<file path="src/design/pccb_consts.vh">
`ifndef PCCB_CONSTS_VH
`define PCCB_CONSTS_VH
`define PCCB_OFS_PCIX_STATUS 8'hE4
`define PCCB_OFS_BRIDGE_CTRL 8'h84
`define PCCB_OFS_TRANS_CMD 8'h04
`define PCCB_DEVNUM_LSB 3
`define PCCB_DEVNUM_MSB 7
`define PCCB_BUSNUM_LSB 8
`define PCCB_BUSNUM_MSB 15
`define PCCB_DEVNUM_RESET 5'h1F
`define PCCB_DEVNUM_PCI 5'h00
`define PCCB_BUSNUM_RESET 8'hFF
`define PCCB_BIT_IBRESET 5
`define PCCB_BIT_OBUSY 15
`define PCCB_BIT_IBUSY 14
`define PCCB_BIT_BME 2
`define PCCB_BIT_MSE 1
`define PCCB_RESET_CLOCKS 6'h28
`define PCCB_RESET_CNT_W 6
`endif

</file>
<file path="src/design/pccb_sync.v">
`timescale 1ns/1ps
module pccb_sync (
    input wire clk_in,
    input wire arst_n_in,
    input wire d_in,
    output wire q_out
);
    reg s1_reg;
    reg s2_reg;
    always @(posedge clk_in or negedge arst_n_in)
    begin
        if (!arst_n_in)
        begin
            s1_reg <= 1'b0;
            s2_reg <= 1'b0;
        end
        else
        begin
            s1_reg <= d_in;
            s2_reg <= s1_reg;
        end
    end
    assign q_out = s2_reg;
endmodule

</file>
<file path="src/design/pccb_top.v">
`timescale 1ns/1ps
`include "pccb_consts.vh"
module pccb_top (
    input wire clk_in,
    input wire arst_n_in,
    input wire pci_clk_in,
    input wire pcix_mode_in,
    input wire cfg_wr_in,
    input wire cfg_rd_in,
    input wire attr_phase_in,
    input wire [7:0] cfg_addr_in,
    input wire [31:0] ad_in,
    input wire [15:0] cfg_wdata_in,
    input wire ib_wr_in,
    input wire [7:0] ib_addr_in,
    input wire [15:0] ib_wdata_in,
    input wire ob_busy_in,
    input wire ib_busy_in,
    input wire sec_cfg_req_in,
    input wire [4:0] sec_dev_in,
    input wire [7:0] sec_reg_in,
    output reg [15:0] cfg_rdata_out,
    output reg [15:0] ib_rdata_out,
    output reg [15:0] pcix_status_out,
    output reg ibus_reset_out,
    output reg sec_cfg_valid_out,
    output reg [31:0] sec_cfg_addr_out,
    output reg pri_cfg_fwd_out
);
    wire pclk_s;
    wire obusy_s;
    wire ibusy_s;
    wire mode_s;
    pccb_sync u_sync_clk (.clk_in(clk_in), .arst_n_in(arst_n_in), .d_in(pci_clk_in),
        .q_out(pclk_s));
    pccb_sync u_sync_ob (.clk_in(clk_in), .arst_n_in(arst_n_in), .d_in(ob_busy_in),
        .q_out(obusy_s));
    pccb_sync u_sync_ib (.clk_in(clk_in), .arst_n_in(arst_n_in), .d_in(ib_busy_in),
        .q_out(ibusy_s));
    pccb_sync u_sync_md (.clk_in(clk_in), .arst_n_in(arst_n_in), .d_in(pcix_mode_in),
        .q_out(mode_s));
    reg pclk_d_reg;
    reg [4:0] devnum_reg;
    reg [7:0] busnum_reg;
    reg ibreset_reg;
    reg [2:1] cmd_reg;
    reg [5:0] rst_cnt_reg;
    wire pclk_rise = pclk_s & ~pclk_d_reg;
    wire soft_rst = (rst_cnt_reg != 6'h00);
    wire cfg_wr_set = cfg_wr_in && cfg_addr_in == `PCCB_OFS_BRIDGE_CTRL &&
        cfg_wdata_in[`PCCB_BIT_IBRESET];
    wire ib_wr_set = ib_wr_in && ib_addr_in == `PCCB_OFS_BRIDGE_CTRL &&
        ib_wdata_in[`PCCB_BIT_IBRESET];
    function [15:0] rd_mux;
        input [7:0] a;
        begin
            rd_mux = 16'h0000;
            case (a)
                `PCCB_OFS_PCIX_STATUS: rd_mux = {busnum_reg, devnum_reg, 3'h0};
                `PCCB_OFS_BRIDGE_CTRL: rd_mux = {obusy_s, ibusy_s, 8'h00, ibreset_reg,
                    5'h00};
                `PCCB_OFS_TRANS_CMD: rd_mux = {13'h0000, cmd_reg, 1'b0};
                default: rd_mux = 16'h0000;
            endcase
        end
    endfunction
    always @(posedge clk_in or negedge arst_n_in)
    begin
        if (!arst_n_in)
        begin
            pclk_d_reg <= 1'b0;
            devnum_reg <= `PCCB_DEVNUM_RESET;
            busnum_reg <= `PCCB_BUSNUM_RESET;
            ibreset_reg <= 1'b0;
            cmd_reg <= 2'b00;
            rst_cnt_reg <= 6'h00;
            cfg_rdata_out <= 16'h0000;
            ib_rdata_out <= 16'h0000;
            pcix_status_out <= 16'h0000;
            ibus_reset_out <= 1'b0;
            sec_cfg_valid_out <= 1'b0;
            sec_cfg_addr_out <= 32'h00000000;
            pri_cfg_fwd_out <= 1'b0;
        end
        else
        begin
            pclk_d_reg <= pclk_s;
            if (cfg_wr_set || ib_wr_set)
            begin
                ibreset_reg <= 1'b1;
                rst_cnt_reg <= `PCCB_RESET_CLOCKS;
            end
            else if (soft_rst)
            begin
                if (pclk_rise)
                    rst_cnt_reg <= rst_cnt_reg - 6'h01;
                if (rst_cnt_reg == 6'h01 && pclk_rise)
                    ibreset_reg <= 1'b0;
            end
            if (soft_rst)
            begin
                devnum_reg <= `PCCB_DEVNUM_RESET;
                busnum_reg <= `PCCB_BUSNUM_RESET;
                cmd_reg <= 2'b00;
            end
            else
            begin
                if (cfg_wr_in)
                begin
                    devnum_reg <= mode_s ? ad_in[15:11] : `PCCB_DEVNUM_PCI;
                    if (mode_s && attr_phase_in)
                        busnum_reg <= ad_in[15:8];
                end
                if (cfg_wr_in && cfg_addr_in == `PCCB_OFS_TRANS_CMD)
                    cmd_reg <= cfg_wdata_in[2:1];
                else if (ib_wr_in && ib_addr_in == `PCCB_OFS_TRANS_CMD)
                    cmd_reg <= ib_wdata_in[2:1];
            end
            cfg_rdata_out <= cfg_rd_in ? rd_mux(cfg_addr_in) : 16'h0000;
            ib_rdata_out <= rd_mux(ib_addr_in);
            pcix_status_out <= mode_s ? {busnum_reg, devnum_reg, 3'h0} : 16'h0000;
            ibus_reset_out <= ibreset_reg;
            sec_cfg_valid_out <= sec_cfg_req_in & ~soft_rst;
            sec_cfg_addr_out <= {8'h00, 8'h00, sec_dev_in, 3'h0, sec_reg_in};
            pri_cfg_fwd_out <= 1'b0;
        end
    end
endmodule

</file>
<file path="config.mk">
export PLATFORM = sky130hd
export DESIGN_NAME = pccb_top
export DESIGN_NICKNAME = d
export VERILOG_FILES = /design/src/design/pccb_sync.v /design/src/design/pccb_top.v
export VERILOG_INCLUDE_DIRS = /design/src /design/src/design
export SDC_FILE = /design/constraint.sdc
export NUM_CORES = 1
export LEC_CHECK = 0
export BUFFER_PORTS_ARGS = -buffer_cell sky130_fd_sc_hd__buf_2
export CELL_PAD_IN_SITES_DETAIL_PLACEMENT = 1
export CELL_PAD_IN_SITES_GLOBAL_PLACEMENT = 1
export CORE_MARGIN = 3
export CORE_UTILIZATION = 33
export DETAILED_ROUTE_END_ITERATION = 10
export MAX_ROUTING_LAYER = met4
export PLACE_DENSITY = 0.81
export SYNTH_ARGS = -nofsm -noshare
export SYNTH_HDL_FRONTEND = slang
export SYNTH_SLANG_ARGS = --single-unit
</file>
<file path="constraint.sdc">
create_clock -name clk_in -period 2.09 [get_ports clk_in]
set_clock_uncertainty 0.15 [all_clocks]
set_input_delay 0.3135 -clock clk_in [delete_from_list [all_inputs] [get_ports clk_in]]
set_output_delay 0.3135 -clock clk_in [all_outputs]
set_load 0.01 [all_outputs]
</file>
Yosys cells after proc, flatten, opt, wreduce, memory -nomap -nowiden
Index checks and enable logic that the tools add are counted.
Widths: inputs -> output; s select.
{ "word_totals": {"out_inout_bits": 83, "latchBits": 0, "mem_bits_ro": 0, "ff_bits": 94, "n_memories": 0, "mem_bits_rw": 0, "wordCells": 70} }
{ "classes": {"div": 0, "n_addsub": 1, "n_mul": 0, "n_shift": 0, "reduce_logical": 19, "order_cmp": 0, "bitwise": 4, "n_eq_ne": 7, "muxes": 19} }
{ "op_table": {"columns": ["cell", "count"], "rows": [
  ["$pmux 16 s3", 2],
  ["$eq 8x8->1 const B", 4],
  ["$mux 16", 2],
  ["$mux 8", 3],
  ["$mux 6", 3],
  ["$eq 8x3->1 const B", 2],
  ["$mux 5", 3],
  ["$reduce_bool 2->1", 5],
  ["$logic_and 1x1->1", 8],
  ["$eq 6x1->1 const B", 1],
  ["$mux 2", 3],
  ["$reduce_and 2->1", 3],
  ["$reduce_bool 6->1", 1],
  ["$sub 6x1->6 const B", 1],
  ["$mux 1", 3],
  ["$reduce_bool 3->1", 1],
  ["$and 1x1->1", 2],
  ["$not 1->1", 2],
  ["$logic_or 1x1->1", 1]
]} }

Logic depth before layout (Yosys ltp)
{ "logic_depth": {"depth_word": 6, "ltp_mapped": 6, "ltp_nobuf": 5} }

By module
From an unflattened synthesis, not the netlist that was laid out.
{ "hier_totals": {"hier_cells": 286, "area_unflattened_um2": 3413.3} }
{ "modules_own_cells": {"columns": ["mod", "n_inst", "area_per_inst_um2", "cells_each"], "rows": [
  ["pccb_top", 1, 3213.1, 278],
  ["pccb_sync", 4, 50.0, 2]
]} }

Worst setup path before layout
No wires, ideal clock.
{ "synth_path": {"path_type": "reg2reg", "start": "reg rst_cnt_reg[0]", "end": "reg rst_cnt_reg[2]", "required_time_ps": 1841, "slack_ps": 556, "t_arrival_ps": 1284, "stages_incl_launch_ff": 6, "cell_sequence": "dfrtp_1 inv_1 ha_1 a21oi_2 a21oi_1 a311oi_1"} }
{ "synth_between": {"elab_chain_cells": 4, "word_cells_on_any_way": 7, "classes_between": "add/sub (1); mux (3); reduce/logical (3)"} }
{ "synth_rtl": {"columns": ["element", "line", "source"], "rows": [
  ["from (decl)", "pccb_top.v:47", "reg [5:0] rst_cnt_reg;"],
  ["from (signal assigned)", "pccb_top.v:91", "rst_cnt_reg <= `PCCB_RESET_CLOCKS;"],
  ["from (signal assigned)", "pccb_top.v:96", "rst_cnt_reg <= rst_cnt_reg - 6'h01;"],
  ["$sub 6x1->6", "pccb_top.v:96", null],
  ["$mux 6", "pccb_top.v:95", "if (pclk_rise)"],
  ["$mux 6", "pccb_top.v:93", "else if (soft_rst)"],
  ["$mux 6", "pccb_top.v:88", "if (cfg_wr_set || ib_wr_set)"]
]} }
Several ways; a longest one is shown, not always the timed one. The select of a mux whose other input is x is not followed.
A chain may end at the register's enable or synchronous reset.

Final worst setup path
Same ends and word-level chain as after synthesis.

==> impl_metrics.tcl <==
set metrics [dict create \
    status "complete, no violations" \
    leakage_nw 2.27 \
    die_x_um 108 \
    arrival_ps 1890 \
    grt_usage_pct 14.8 \
    synth_flop_cell "dfrtp_1" \
    clk_pin_slew_ps 100 \
    ys_seq_area_share_pct 65.9 \
    yosys.area.top_type "dfrtp_1" \
    gr-total-overflow 0 \
    tns_ps 0 \
    cp-start-kind "flip-flop" \
    crit_required_ps 2190 \
    critical_path_class "reg -> reg" \
    grt_max_degree 57 \
    cts-buffers-inserted 9 \
    worstPathCellList "inv_1, ha_1, a21oi_2, a21oi_1, a311oi_1" \
    rsz0062_at_grt "no" \
    slowest_stage "dfrtp_1" \
    drt_iter0_drc 60 \
    routed_via_density 4.49 \
    cp-startpoint "rst_cnt_reg[0]$_DFFE_PN0P_" \
    grt_pass1_wl_um 12800 \
    fin_crit_sh_pct 85.5 \
    grt_pass1_vias 2639 \
    drv_slew 0 \
    worst_setup_path_end_kind "flip-flop" \
    ys_warn_count 0 \
    r2r_start "rst_cnt_reg[0]$_DFFE_PN0P_" \
    io_pins 187 \
    routed_wl_um 8320 \
    cts_buffer_depth 2 \
    synthesis.instances 284 \
    ant_nets 0 \
    initial_core_util_pct 34.3 \
    final_cells 559 \
    cpPeakStageDelay_ps 420 \
    route.detailed.drc 0 \
    die_area_sq_mm 0.0116 \
    endpoint "rst_cnt_reg[2]$_DFFE_PN0P_" \
    layout_min_cycle_time_ps 1790 \
    cp_max_fo 7 \
    cts_resized 0 \
    clock-sinks 89 \
    fmax_mhz 560 \
    r2r-end "rst_cnt_reg[2]$_DFFE_PN0P_" \
    post_cts_buffers 0 \
    synth.area.top_cells "dfrtp_1 (56%), dfstp_2 (10%), and2_1 (6.6%), buf_4 (6.0%), nand2_1 (4.3%)" \
    tritoncts "done" \
    first_pass_iters 4 \
    placed_cells 525 \
    synthArstFlopShare_pct 100 \
    avgSynthCellArea_sq_um 12.0 \
    layout_common_cells "buf_2 (110), dfrtp_1 (76), nand2_1 (39)" \
    hold_violations 0 \
    synth-edff-count 0 \
    io_buffer_count 111 \
    drive_gt1_share_pct 35.4 \
    rrSetupSlack_ps 300 \
    nets 527 \
    place_congestion 0.797 \
    vias 2512 \
    synth_top_area_share_pct 55.9 \
    num_antenna_cells 0 \
    min_path_type "in -> reg" \
    areaGrowthSynthToFinish_pct 30.1 \
    powerDensity_mw_per_mm2 795 \
    core_sq_mm 0.00991 \
    hpwl_um 6040 \
    num_rows 36 \
    final_common_cell "buf_2" \
    synth_area_sq_mm 0.00340 \
    routedWlPerCell_um 14.9 \
    ir_drop_v 0.000392 \
    insertion_delay_ps 350 \
    r2r_cells 5 \
    cts.htree.levels 3 \
    antenna_found_initial 0 \
    setup_viol 0 \
    synth_cell_type_count 39 \
    die_h_um 108 \
    cts.root.buffer_cell "clkbuf_8" \
    drv_cap 0 \
    ys_ff_latch 89 \
    reg.largest.list "cfg_rdata_out: 15 flops, ib_rdata_out: 15 flops" \
]
final cells by class:
class	instances	area, sq um
fill	1118	5480
clock inverter	7	85.1
tap	133	166
timing repair buffer	134	788
clock buffer	9	124
inverter	5	18.8
multi-input combinational	182	1000
sequential	89	2240
metal layers:
metal / part of all wire (%) / vias up / GRT usage, %
met3: 5.3 / 20 / 2.40
li1: - / 1155 / -
met2: 52 / 94 / 25.2
met4: 2.6 / 0 / 6.40
met1: 41 / 1243 / 17.4
met5: 0 / - / -
worst min path at each step:
stage,from,to,slack [ps],depth (start not counted)
after global routing,ad_in[8],busnum_reg[0]$_DFFE_PN1P_,30,3
after floorplan,arst_n_in,cfg_rdata_out[10]$_DFF_PN0_,-130,0
final,ad_in[11],busnum_reg[3]$_DFFE_PN1P_,40,3
after CTS,ad_in[8],busnum_reg[0]$_DFFE_PN1P_,20,3
after detailed placement,arst_n_in,sec_cfg_addr_out[7]$_DFF_PN0_,-20,1
after global placement,arst_n_in,sec_cfg_addr_out[0]$_DFF_PN0_,-30,1
metrics by stage:
step	total power, W	util (%)	setup slack, ps	instance area [sq um]	hold slack, ps
floorplan	0.00214	-	556	3490	-132
global placement	0.00227	40.7	278	4040	-28.9
detailed placement	0.00229	40.7	200	4040	-23.9
CTS	0.00356	44.7	311	4430	23.9
global route	0.00370	44.7	173	4430	34.5
finish	0.00352	44.7	303	4430	43.0
timing repair:
item                       in CTS  in global routing
hold endpoints to repair       93                  0
setup endpoints to repair       0                  0
hold buffers                   18                  0
worst max-delay path, delay by kind of cell (launching register included):
| kind | cells | cell delay [ps] |
|---|---|---|
| buffers and inverters | 1 | 100 |
| AOI/OAI and AO/OA | 3 | 730 |
| DFF | 1 | 420 |
| adders and majority gates | 1 | 290 |
synth_stat cells, types with 4 or more instances:
library cell / number
buf_4: 27
inv_1: 5
nor2_1: 9
dfstp_2: 13
dfrtp_1: 76
and2_1: 36
nand4_1: 4
nand3_1: 18
clkbuf_1: 4
a21oi_1: 9
nand2_1: 39
and3_1: 6
o21ai_0: 7
where the power goes:
group / switching (W) / internal, W
Clock: 0.000656 / 0.000576
Combinational: 0.000216 / 0.000168
Sequential: 0.0000931 / 0.00181
Total: 0.000965 / 0.00255
kinds of logic after synthesis:
| family | after synthesis | synth area share, % |
|---|---|---|
| adder cells (fa/ha/maj) | 2 | 0.735 |
| multiplexers | 2 | 0.588 |
| buffers and inverters | 37 | 7.28 |
| flip-flops | 89 | 65.9 |
| AO/OA/AOI/OAI | 24 | 4.34 |
| AND/OR/NAND/NOR | 126 | 20.2 |
| XOR/XNOR | 3 | 0.772 |
| other | 1 | 0.110 |
No activity file was read; power rests on OpenSTA's default activity.
